### config.mk
export PLATFORM = sky130hd
export DESIGN_NAME = gpgc_top
export DESIGN_NICKNAME = d
export VERILOG_FILES = /design/src/gpgc_pkg.sv /design/src/gpgc_fade_if.sv /design/src/gpgc_fade.sv /design/src/gpgc_debounce.sv /design/src/gpgc_top.sv
export SDC_FILE = /design/constraint.sdc
export NUM_CORES = 1
export LEC_CHECK = 0
export ABC_AREA = 1
export BUFFER_PORTS_ARGS = -buffer_cell sky130_fd_sc_hd__buf_2
export CAP_MARGIN = 25
export CORE_MARGIN = 2
export CORE_UTILIZATION = 34
export CTS_CLUSTER_DIAMETER = 150
export DETAILED_ROUTE_END_ITERATION = 10
export PLACE_DENSITY_LB_ADDON = 0.05
export SETUP_SLACK_MARGIN = 0.3
export SYNTH_ARGS = -nofsm -noshare
export SYNTH_HDL_FRONTEND = slang
export SYNTH_HIERARCHICAL = 1
export SYNTH_SLANG_ARGS = --single-unit
### constraint.sdc
create_clock -name CLK -period 5.1 [get_ports CLK]
set_input_delay 0.51 -clock CLK [delete_from_list [all_inputs] [get_ports CLK]]
set_output_delay 0.51 -clock CLK [all_outputs]
set_load 0.02 [all_outputs]
### src/gpgc_pkg.sv
// Purpose: constants and types shared by the port global control block.
// Assumes: 250 MHz core clock; register access port from the serial-bus front end.
// Notes: every offset, reset value, field position and cycle count lives here.
// Summary of operation
// - column value bit 0 drives pin low, 1 drives high; upper four release open-drain
// - level-shift bit n couples column n and row n; direction from column direction
// - timeout interrupt enable raises interrupt on bus timeout; flag read drops it
// - port enable cleared stops pwm, current sinks and port inputs
// - port enable cleared leaves configured outputs driving their programmed levels
// - port enable cleared: registers 0x31 to 0x5b except global config 0x40 hold and ignore writes
// - port enable cleared while key scanner sleeps shuts the whole device down
// - port enable set keeps pwm, sinks and pins running regardless of sleep
// - writing port reset returns registers 0x31 to 0x5b to power-on values
// - port reset bit is a pulse and reads back as zero
// - fade codes 001 to 101 ramp between common pwm and zero in 16 steps
// - fade code 001 is 256 ms, doubling per code to 4096 ms at 101
// - debounce 9 ms at field zero, 40 ms at all ones
// - each debounce field step adds one millisecond; upper three bits reserved
// - upper four columns always open-drain; their output-mode bits ignore writes
package gpgc_pkg;
    localparam logic [7:0] ADDR_RANGE_LO = 8'h31;
    localparam logic [7:0] ADDR_RANGE_HI = 8'h5b;
    localparam logic [7:0] ADDR_COL_VALUES = 8'h3b;
    localparam logic [7:0] ADDR_SHIFT_EN = 8'h3c;
    localparam logic [7:0] ADDR_GLOBAL_CFG = 8'h40;
    localparam logic [7:0] ADDR_DEBOUNCE = 8'h42;
    localparam logic [7:0] ADDR_TMO_FLAG = 8'h48;
    localparam logic [7:0] RST_COL_VALUES = 8'hff;
    localparam logic [7:0] RST_SHIFT_EN = 8'h00;
    localparam logic [7:0] RST_GLOBAL_CFG = 8'h00;
    localparam logic [7:0] RST_DEBOUNCE = 8'h00;
    localparam int CFG_TMO_IE_BIT = 5;
    localparam int CFG_PORT_EN_BIT = 4;
    localparam int CFG_PORT_RST_BIT = 3;
    localparam int CFG_FADE_LSB = 0;
    localparam int DBNC_WIDTH = 5;
    localparam int UPPER_COL_LSB = 4;
    localparam int CLK_PERIOD_NS = 4;
    localparam int MS_TIME_NS = 1000000;
    localparam int CYCLES_PER_MS = MS_TIME_NS / CLK_PERIOD_NS;
    localparam logic [5:0] DBNC_BASE_MS = 6'h09;
    localparam logic [2:0] FADE_OFF = 3'h0;
    localparam logic [2:0] FADE_MAX_CODE = 3'h5;
    localparam logic [8:0] FADE_STEP_BASE_MS = 9'h010;
    localparam logic [4:0] FADE_STEPS = 5'h10;

    typedef struct packed {
        logic [7:0] col_val;
        logic [7:0] shift_en;
        logic tmo_ie;
        logic port_en;
        logic [2:0] fade;
        logic [4:0] dbnc;
        logic tmo_flag;
        logic [7:0] rdata;
        logic irq;
        logic [7:0] col_out;
        logic [7:0] col_oe;
        logic [7:0] row_out;
        logic [7:0] row_oe;
        logic run;
        logic shutdown;
        logic port_rst;
        logic [17:0] ms_cnt;
        logic ms_tick;
    } gpgc_top_s;
endpackage

### src/gpgc_fade_if.sv
// Purpose: carries fade control and result between top and fade engine.
// Assumes: one clock domain.
// Notes: level is the faded pwm intensity.
interface gpgc_fade_if;
    import gpgc_pkg::*;
    logic ms_tick;
    logic run;
    logic [2:0] code;
    logic [7:0] common_pwm;
    logic target_on;
    logic [7:0] level;
    modport ctrl (output ms_tick, output run, output code, output common_pwm,
                  output target_on, input level);
    modport engine (input ms_tick, input run, input code, input common_pwm,
                    input target_on, output level);
endinterface

### src/gpgc_fade.sv
// Purpose: ramps pwm intensity between zero and the common value.
// Assumes: ms_tick is a one-cycle pulse each millisecond.
// Notes: undefined codes behave as no fading.
module gpgc_fade
    import gpgc_pkg::*;
(
    input wire logic clk,
    input wire logic arst_n,
    gpgc_fade_if.engine f
);
    typedef struct packed {
        logic [4:0] step;
        logic [8:0] cnt;
        logic [7:0] level;
    } gpgc_fade_s;

    gpgc_fade_s q;
    gpgc_fade_s next_q;
    logic [8:0] step_ms;
    logic [12:0] prod;
    logic fading;

    always_comb begin
        next_q = q;
        fading = (f.code != FADE_OFF) && (f.code <= FADE_MAX_CODE);
        step_ms = fading ? 9'(FADE_STEP_BASE_MS << (f.code - 3'h1)) : 9'h001;
        if (!f.run) begin
            next_q.step = 5'h00;
            next_q.cnt = 9'h000;
        end else if (!fading) begin
            next_q.step = f.target_on ? FADE_STEPS : 5'h00;
            next_q.cnt = 9'h000;
        end else if (f.ms_tick) begin
            if (q.cnt >= step_ms - 9'h001) begin
                next_q.cnt = 9'h000;
                if (f.target_on && q.step < FADE_STEPS) begin
                    next_q.step = q.step + 5'h01;
                end else if (!f.target_on && q.step != 5'h00) begin
                    next_q.step = q.step - 5'h01;
                end
            end else begin
                next_q.cnt = q.cnt + 9'h001;
            end
        end
        prod = f.common_pwm * next_q.step;
        next_q.level = (next_q.step == FADE_STEPS) ? f.common_pwm : prod[11:4];
    end

    always_ff @(posedge clk or negedge arst_n) begin
        if (!arst_n) begin
            q <= '0;
        end else begin
            q <= next_q;
        end
    end

    assign f.level = q.level;
endmodule

### src/gpgc_debounce.sv
// Purpose: debounces one port input over a millisecond count.
// Assumes: din synchronous to clk; ms_tick one-cycle pulse.
// Notes: output held while run is low.
module gpgc_debounce
    import gpgc_pkg::*;
(
    input wire logic clk,
    input wire logic arst_n,
    input wire logic run,
    input wire logic ms_tick,
    input wire logic [5:0] limit_ms,
    input wire logic din,
    output logic dout
);
    typedef struct packed {
        logic [5:0] cnt;
        logic state;
    } gpgc_dbnc_s;

    gpgc_dbnc_s q;
    gpgc_dbnc_s next_q;

    always_comb begin
        next_q = q;
        if (!run) begin
            next_q.cnt = 6'h00;
        end else if (din == q.state) begin
            next_q.cnt = 6'h00;
        end else if (ms_tick) begin
            if (q.cnt >= limit_ms - 6'h01) begin
                next_q.state = din;
                next_q.cnt = 6'h00;
            end else begin
                next_q.cnt = q.cnt + 6'h01;
            end
        end
    end

    always_ff @(posedge clk or negedge arst_n) begin
        if (!arst_n) begin
            q <= '0;
        end else begin
            q <= next_q;
        end
    end

    assign dout = q.state;
endmodule

### src/gpgc_top.sv
// Purpose: port global control: column values, level shifting, enable, reset, fade, debounce.
// Assumes: register access port decoded by the serial-bus front end; pins synchronous.
// Notes: outputs of this module all come from flip-flops.
module gpgc_top
    import gpgc_pkg::*;
#(
    parameter int MS_CYCLES = CYCLES_PER_MS
)
(
    input wire logic CLK,
    input wire logic ARST_N,
    input wire logic REG_WR,
    input wire logic REG_RD,
    input wire logic [7:0] REG_ADDR,
    input wire logic [7:0] REG_WDATA,
    output logic [7:0] REG_RDATA,
    input wire logic BUS_TIMEOUT,
    input wire logic SLEEP_MODE,
    input wire logic [7:0] COMMON_PWM,
    input wire logic FADE_TARGET_ON,
    input wire logic [7:0] COL_DIR_OUT,
    input wire logic [7:0] COL_PUSH_PULL,
    input wire logic [7:0] COL_IN,
    output logic [7:0] COL_OUT,
    output logic [7:0] COL_OE,
    input wire logic [7:0] ROW_IN,
    output logic [7:0] ROW_OUT,
    output logic [7:0] ROW_OE,
    output logic [7:0] PORT_INPUT,
    output logic [7:0] FADE_LEVEL,
    output logic TIMEOUT_IRQ,
    output logic PORT_RUN,
    output logic DEVICE_SHUTDOWN,
    output logic PORT_REG_RESET
);
    gpgc_top_s q;
    gpgc_top_s next_q;
    logic in_range;
    logic wr_ok;
    logic rd_flag;
    logic port_rst_req;
    logic [7:0] col_drive;
    logic [7:0] open_drain;
    logic [5:0] dbnc_limit;

    gpgc_fade_if fade_bus ();

    always_comb begin
        next_q = q;
        next_q.port_rst = 1'b0;
        in_range = (REG_ADDR >= ADDR_RANGE_LO) && (REG_ADDR <= ADDR_RANGE_HI);
        // global config stays writable so the section can be re-enabled
        wr_ok = REG_WR && (!in_range || q.port_en || REG_ADDR == ADDR_GLOBAL_CFG);
        rd_flag = REG_RD && (REG_ADDR == ADDR_TMO_FLAG);
        port_rst_req = REG_WR && (REG_ADDR == ADDR_GLOBAL_CFG)
            && REG_WDATA[CFG_PORT_RST_BIT];

        // millisecond enable divider
        next_q.ms_tick = 1'b0;
        if (q.ms_cnt == 18'(MS_CYCLES - 1)) begin
            next_q.ms_cnt = 18'h00000;
            next_q.ms_tick = 1'b1;
        end else begin
            next_q.ms_cnt = q.ms_cnt + 18'h00001;
        end

        // register writes
        if (wr_ok) begin
            if (REG_ADDR == ADDR_COL_VALUES) begin
                next_q.col_val = REG_WDATA;
            end else if (REG_ADDR == ADDR_SHIFT_EN) begin
                next_q.shift_en = REG_WDATA;
            end else if (REG_ADDR == ADDR_GLOBAL_CFG) begin
                next_q.tmo_ie = REG_WDATA[CFG_TMO_IE_BIT];
                next_q.port_en = REG_WDATA[CFG_PORT_EN_BIT];
                next_q.fade = REG_WDATA[CFG_FADE_LSB +: 3];
            end else if (REG_ADDR == ADDR_DEBOUNCE) begin
                next_q.dbnc = REG_WDATA[DBNC_WIDTH-1:0];
            end
        end

        // timeout flag: read clears, new timeout wins
        if (rd_flag) begin
            next_q.tmo_flag = 1'b0;
        end
        if (port_rst_req) begin
            next_q.col_val = RST_COL_VALUES;
            next_q.shift_en = RST_SHIFT_EN;
            next_q.tmo_ie = RST_GLOBAL_CFG[CFG_TMO_IE_BIT];
            next_q.port_en = RST_GLOBAL_CFG[CFG_PORT_EN_BIT];
            next_q.fade = RST_GLOBAL_CFG[CFG_FADE_LSB +: 3];
            next_q.dbnc = RST_DEBOUNCE[DBNC_WIDTH-1:0];
            next_q.tmo_flag = 1'b0;
            next_q.port_rst = 1'b1;
        end
        if (BUS_TIMEOUT && q.tmo_ie) begin
            next_q.tmo_flag = 1'b1;
        end
        next_q.irq = next_q.tmo_flag && next_q.tmo_ie;

        // read data
        next_q.rdata = q.rdata;
        if (REG_RD) begin
            if (REG_ADDR == ADDR_COL_VALUES) begin
                next_q.rdata = q.col_val;
            end else if (REG_ADDR == ADDR_SHIFT_EN) begin
                next_q.rdata = q.shift_en;
            end else if (REG_ADDR == ADDR_GLOBAL_CFG) begin
                // reset bit always reads zero
                next_q.rdata = {2'b00, q.tmo_ie, q.port_en, 1'b0, q.fade};
            end else if (REG_ADDR == ADDR_DEBOUNCE) begin
                next_q.rdata = {3'b000, q.dbnc};
            end else if (REG_ADDR == ADDR_TMO_FLAG) begin
                next_q.rdata = {7'h00, q.tmo_flag};
            end else begin
                next_q.rdata = 8'h00;
            end
        end

        // power state
        next_q.run = q.port_en;
        next_q.shutdown = !q.port_en && SLEEP_MODE;

        // pin drive, independent of port enable
        open_drain = ~{4'h0, COL_PUSH_PULL[UPPER_COL_LSB-1:0]};
        for (int n = 0; n < 8; n++) begin
            col_drive[n] = q.shift_en[n] ? ROW_IN[n] : q.col_val[n];
            if (!COL_DIR_OUT[n]) begin
                next_q.col_out[n] = 1'b0;
                next_q.col_oe[n] = 1'b0;
            end else if (open_drain[n]) begin
                next_q.col_out[n] = 1'b0;
                next_q.col_oe[n] = !col_drive[n];
            end else begin
                next_q.col_out[n] = col_drive[n];
                next_q.col_oe[n] = 1'b1;
            end
            next_q.row_oe[n] = q.shift_en[n] && !COL_DIR_OUT[n];
            next_q.row_out[n] = next_q.row_oe[n] && COL_IN[n];
        end
    end

    always_ff @(posedge CLK or negedge ARST_N) begin
        if (!ARST_N) begin
            q <= '0;
            q.col_val <= RST_COL_VALUES;
            q.shift_en <= RST_SHIFT_EN;
            q.dbnc <= RST_DEBOUNCE[DBNC_WIDTH-1:0];
        end else begin
            q <= next_q;
        end
    end

    assign fade_bus.ms_tick = q.ms_tick;
    assign fade_bus.run = q.run;
    assign fade_bus.code = q.fade;
    assign fade_bus.common_pwm = COMMON_PWM;
    assign fade_bus.target_on = FADE_TARGET_ON;

    gpgc_fade u_fade (
        .clk(CLK),
        .arst_n(ARST_N),
        .f(fade_bus)
    );

    assign dbnc_limit = DBNC_BASE_MS + {1'b0, q.dbnc};

    for (genvar g = 0; g < 8; g++) begin : g_dbnc
        gpgc_debounce u_dbnc (
            .clk(CLK),
            .arst_n(ARST_N),
            .run(q.run),
            .ms_tick(q.ms_tick),
            .limit_ms(dbnc_limit),
            .din(COL_IN[g]),
            .dout(PORT_INPUT[g])
        );
    end

    assign REG_RDATA = q.rdata;
    assign COL_OUT = q.col_out;
    assign COL_OE = q.col_oe;
    assign ROW_OUT = q.row_out;
    assign ROW_OE = q.row_oe;
    assign FADE_LEVEL = fade_bus.level;
    assign TIMEOUT_IRQ = q.irq;
    assign PORT_RUN = q.run;
    assign DEVICE_SHUTDOWN = q.shutdown;
    assign PORT_REG_RESET = q.port_rst;
endmodule

Word level (Yosys, flattened, before mapping)
Cells that the tools add are included.
Widths: inputs -> output; s select.

word-level totals
  flip-flop bits (word level) = 168
  output and inout bits = 60
  logic and storage cells = 280

operators by class
  add/sub/neg operators = 16
  multiply operators = 1
  $lt $le $gt $ge = 13
  equality and inequality tests = 27
  shift operators = 1
  muxes and demuxes = 109
  bitwise logic cells = 9
  reduce and logical (&&, ||, !) cells = 67

operators by type and width
  operator               number
  $mux 6                 25
  $mux 7                 8
  $mux 1                 53
  $add 6x1->6 const B    8
  $ge 6x6->1             8
  $mux 14                3
  $mux 5                 8
  $mux 8                 5
  $mux 18                2
  $reduce_and 4->1       9
  $logic_and 1x1->1      27
  $mux 27                1
  $mux 26                1
  $eq 8x7->1 const B     3
  $ne 3x2->1 const B     8
  $logic_not 1->1        19
  $add 18x1->18 const B  1
  $eq 18x18->1 const B   1
  $mux 9                 2
  $eq 8x6->1 const B     2
  $mul 8x5->12           1
  $mux 10                1
  $reduce_bool 2->1      5
  $add 9x1->9 const B    1
  other kinds (24)       41

Longest topological paths before layout
  depth after elaboration = 11
  gate-level depth with buffers = 36
  gate-level depth less buffers = 36

Cells and area by module
Netlist, hierarchy kept.

modules (own cells, without submodules)
  module         times used  cells each  area an instance (um^2)  seq. area each (um^2)
  gpgc_debounce  8           89          650.6                    175.2
  gpgc_top       1           540         4466.8                   2162.1
  gpgc_fade      1           363         2700.1                   550.5

Worst setup path after synthesis
Ideal clock, no wire load.

  kind = reg2reg
  start = register q, in the netlist fade_bus.code[1]
  end = register u_fade.q, in the netlist u_fade/f.level[7]
  arrival time = 5.008 ns
  data required time = 4.983 ns
  setup slack = -0.026 ns
  stages on the path, launching flop included = 32
  buffers on the path = 0
  cells stage by stage = dfrtp_1 -> inv_2 -> nor2_1 -> nor2_2 -> inv_2 -> a21oi_4 -> inv_1 -> ha_1 -> inv_1 -> nand2_1 -> nand2_1 -> nand3_1 -> nand2_1 -> nand2_2 -> nand3_2 -> a21oi_1 -> o21ai_1 -> xor2_1 -> nand2_2 -> nor2_1 -> fa_1 -> fa_1 -> inv_1 -> fa_1 -> inv_1 -> ha_1 -> a21oi_1 -> o21ai_0 -> a211oi_1 -> nand3_1 -> nand3_1 -> nand2_1

RTL lines
  item                    RTL line         source
  start, declared         gpgc_top.sv:36   gpgc_top_s q;
  start signal, assigned  gpgc_top.sv:150  q <= next_q;
  end signal, assigned    gpgc_fade.sv:53  q <= next_q;
  end, declared           gpgc_fade.sv:17  gpgc_fade_s q;

==> flow_summary.ini <==
[route]
drtIter0Drc = 380
wirelength_um = 31900
postRouteAntennaNets = 0
drt_pass1_iterations = 5
routedWlPerCell_um = 14.4
dr_total_vias = 10100
drc_errors = 0
viasPerCell = 4.58

[layout]
fin_nets = 1912
final_common_cell = nand2_1
layout_common_cells = 373 x nand2_1, 283 x inv_1, 158 x nor2_1
final_design_area_no_fill_um2 = 14300
drive_gt1_share_pct = 19.3
fillCellCount = 3808
antenna_cells = 0
area_growth_pct = 15.6

[power_and_ir_drop]
swShare_pct = 26.6
max-vdd-ir-drop_mv = 0.227
p_seq_share_pct = 43.4
power_density_nw_per_um2 = 216
clkPwrFrac_pct = 45.6
fin_total_pwr_mw = 3.09
power_frac_comb_pct = 11.0
p_sw_uw = 820
p_int_mw = 2.27
leakage_nw = 7.48

[synth]
async_flop_share_pct = 100
synth_simple_gate_area_share_pct = 29.5
syn-cell-area_um2 = 12400
yosysWarnings = 6
ys_seq_elements = 164
ys.flop_type = dfrtp_1
synth_area_leaders = dfrtp_1 32%, nand2_1 12%, ha_1 9.7%
syn-instance-count = 1615
yosysSeqAreaShare_pct = 33.3
synth.top_cell.area_share_pct = 31.6
synth-compound-area-share_pct = 6.77
synth_edf_count = 0
yosysUniqueCellTypes = 51
syn_avg_cell_area_um2 = 7.66
synth.largest_area_cell = dfrtp_1
synth_xor_area_share_pct = 5.59
synth_top_family_by_area = simple AND/OR/NAND/NOR gates
synth-adder-area-share_pct = 12.3
synthMuxAreaShare_pct = 0.162

[clocking]
root_buffer = clkbuf_16
cts_tree = built
clk_pin_slew_ns = 0.07
h-tree-depth = 4
clock_sinks = 164
cts_buffers = 17
cts_buffer_depth = 2
insertion_delay_ns = 0.44

[floorplanning]
die_h_um = 195
ios = 123
initial_core_util_pct = 34.6
core-area_um2 = 35700
die-area_um2 = 37900
die_w_um = 195
rows = 69

[global_routing]
first_global_vias = 9881
grt_pass1_wl_um = 52600
grt_max_degree = 83
antenna_found_initial = 1
grt_usage_pct = 17.5
grt_overflow_total = 0

[sta]
clock_skew_ns = 0.0116
min_period_over_period_pct = 99.5
hold_viol = 0
finalSetupTns_ns = 0
fin_crit_ns = 5.07
max_freq_ghz = 0.197
setup_viol = 0
maxSlewViolCount = 0
slew_headroom_pct = 34.1
tightest_slew_ns = 0.985
whs_ns = 0.136
rsz0062_at_grt = true

[setup_path]
crit_arrival_ns = 5.39
reg2reg_from = fade_bus.code[2]
cp-start-kind = flip-flop
crit_path_max_incr_delay_ns = 0.51
worstReg2RegEnd = u_fade/f.level[7]
endpoint_kind = flip-flop
critPathLaunch = fade_bus.code[2]
critPathCapture = u_fade/f.level[7]
r2r_setup_slack_ns = 0.03
worstRegToRegCells = 31
slowest_stage = fa_1
worstPathMaxFanout = 6
worst_ep_required_time_ns = 5.42
cp_common_cell = nand2_1
path_class = reg -> reg

[status]
status = finished, final reports clean

[placement]
gp_congestion = 0.808
dpl-instance-area_um2 = 13500
port_buffers = 114
hpwl_um = 24300

[run]
max-cap-violations = 0

[min_path]
hp-class = in -> async
-- power groups by stage --
| stage | Sequential, mW | Combinational, mW | Clock, mW |
|---|---|---|---|
| 6_report | 1.34 | 0.339 | 1.41 |
| 5_1_grt | 1.34 | 0.390 | 1.52 |
| 4_1_cts | 1.34 | 0.345 | 1.46 |
| 3_5_place_dp | 1.37 | 0.340 | 0 |
| 3_3_place_gp | 1.37 | 0.337 | 0 |
| 2_1_floorplan | 1.36 | 0.214 | 0 |
-- worst max-delay path, delay by kind of cell (launching register included) --
| kind | cells | cell delay [ns] |
|---|---|---|
| AO/OA/AOI/OAI | 3 | 0.30 |
| XOR/XNOR | 1 | 0.19 |
| adder cells (fa/ha/maj) | 5 | 1.98 |
| buffers and inverters | 5 | 0.32 |
| flip-flops | 1 | 0.39 |
| AND/OR/NAND/NOR | 17 | 1.75 |
-- cell usage after synthesis (3+ instances only) --
master,number
nor2_2,15
dfstp_2,8
nand3_2,14
nor2_1,164
inv_1,290
o22ai_1,8
xnor2_1,26
nand2_2,20
o21bai_1,41
a21oi_2,8
nor3_4,9
a211oi_1,3
a21oi_1,23
ha_1,96
nor2_4,3
fa_1,16
nor4_1,5
nor3_2,9
inv_2,8
o21ai_2,3
nand4_1,35
nand2_1,383
a31oi_1,3
and3_1,8
nor3_1,14
nand3_1,84
xor2_1,53
buf_4,50
o21ai_0,26
dfrtp_1,156
o211ai_1,4
-- registers in the layout (all words and copies together) (netlist names), 8 cells and up --
signal / flops
COL_OE: 8
REG_RDATA: 8
ROW_OE: 8
ROW_OUT: 8
g_dbnc.u_dbnc/dout: 8
g_dbnc.u_dbnc/q: 48
q: 41
u_fade/f.level: 8
u_fade/q: 14
-- per-layer routing --
| layer | global-route usage (%) | part of all wire, % | up-vias |
|---|---|---|---|
| met5 | 0 | 0 | - |
| met4 | 3.73 | 0.91 | 0 |
| met3 | 2.67 | 3.3 | 15 |
| met2 | 29.4 | 48 | 129 |
| met1 | 23.9 | 48 | 4717 |
| li1 | - | - | 5263 |
-- cell families (layout without fill, tap and decap cells) --
family | Yosys count | count (layout)
AND/OR/NAND/NOR | 777 | 777
buffers and inverters | 353 | 485
flip-flops | 164 | 164
AO/OA/AOI/OAI | 126 | 126
adder cells (fa/ha/maj) | 112 | 112
XOR/XNOR | 79 | 79
other | 2 | 5
multiplexers | 2 | 2
-- what timing repair did --
action / CTS / global route
resized for setup: 25 / 11
buffers inserted: 9 / 2
hold buffers: 0 / 0
pin swaps: 34 / 12
setup endpoints to repair: 7 / 8
-- final cells by class --
type / count / area, um2 / area share (%)
flip-flops and latches: 164 / 4110 / 28.8
clock inverters: 12 / 179 / 1.25
clock buffers: 20 / 447 / 3.12
repair buffers: 154 / 887 / 6.20
inverters: 299 / 1120 / 7.87
multi-input cells: 1101 / 6970 / 48.7
well taps: 461 / 577 / 4.03
-- how the worst min path moves through the flow --
stage	cells past startpoint	start	end	slack [ns]
6_report	1	ARST_N	g_dbnc[3].u_dbnc/dout	0.14
5_1_grt	1	ARST_N	g_dbnc[1].u_dbnc/q[2]	0.18
4_1_cts	1	ARST_N	g_dbnc[3].u_dbnc/dout	0.16
3_5_place_dp	2	REG_RDATA[4]	REG_RDATA[4]	0.47
3_3_place_gp	2	REG_RDATA[4]	REG_RDATA[4]	0.47
2_1_floorplan	0	ARST_N	COL_OE[0]	0.21
-- per-stage QoR --
step	worst slack, ns	instances	util [%]
2_1_floorplan	0.193	1618	-
3_3_place_gp	0.0234	2168	37.7
3_5_place_dp	-0.0678	2168	37.7
4_1_cts	0.0424	2209	39.8
5_1_grt	-0.394	2211	40.0
6_report	0.0255	2211	40.0
No activity file was read; power rests on OpenSTA's default activity.
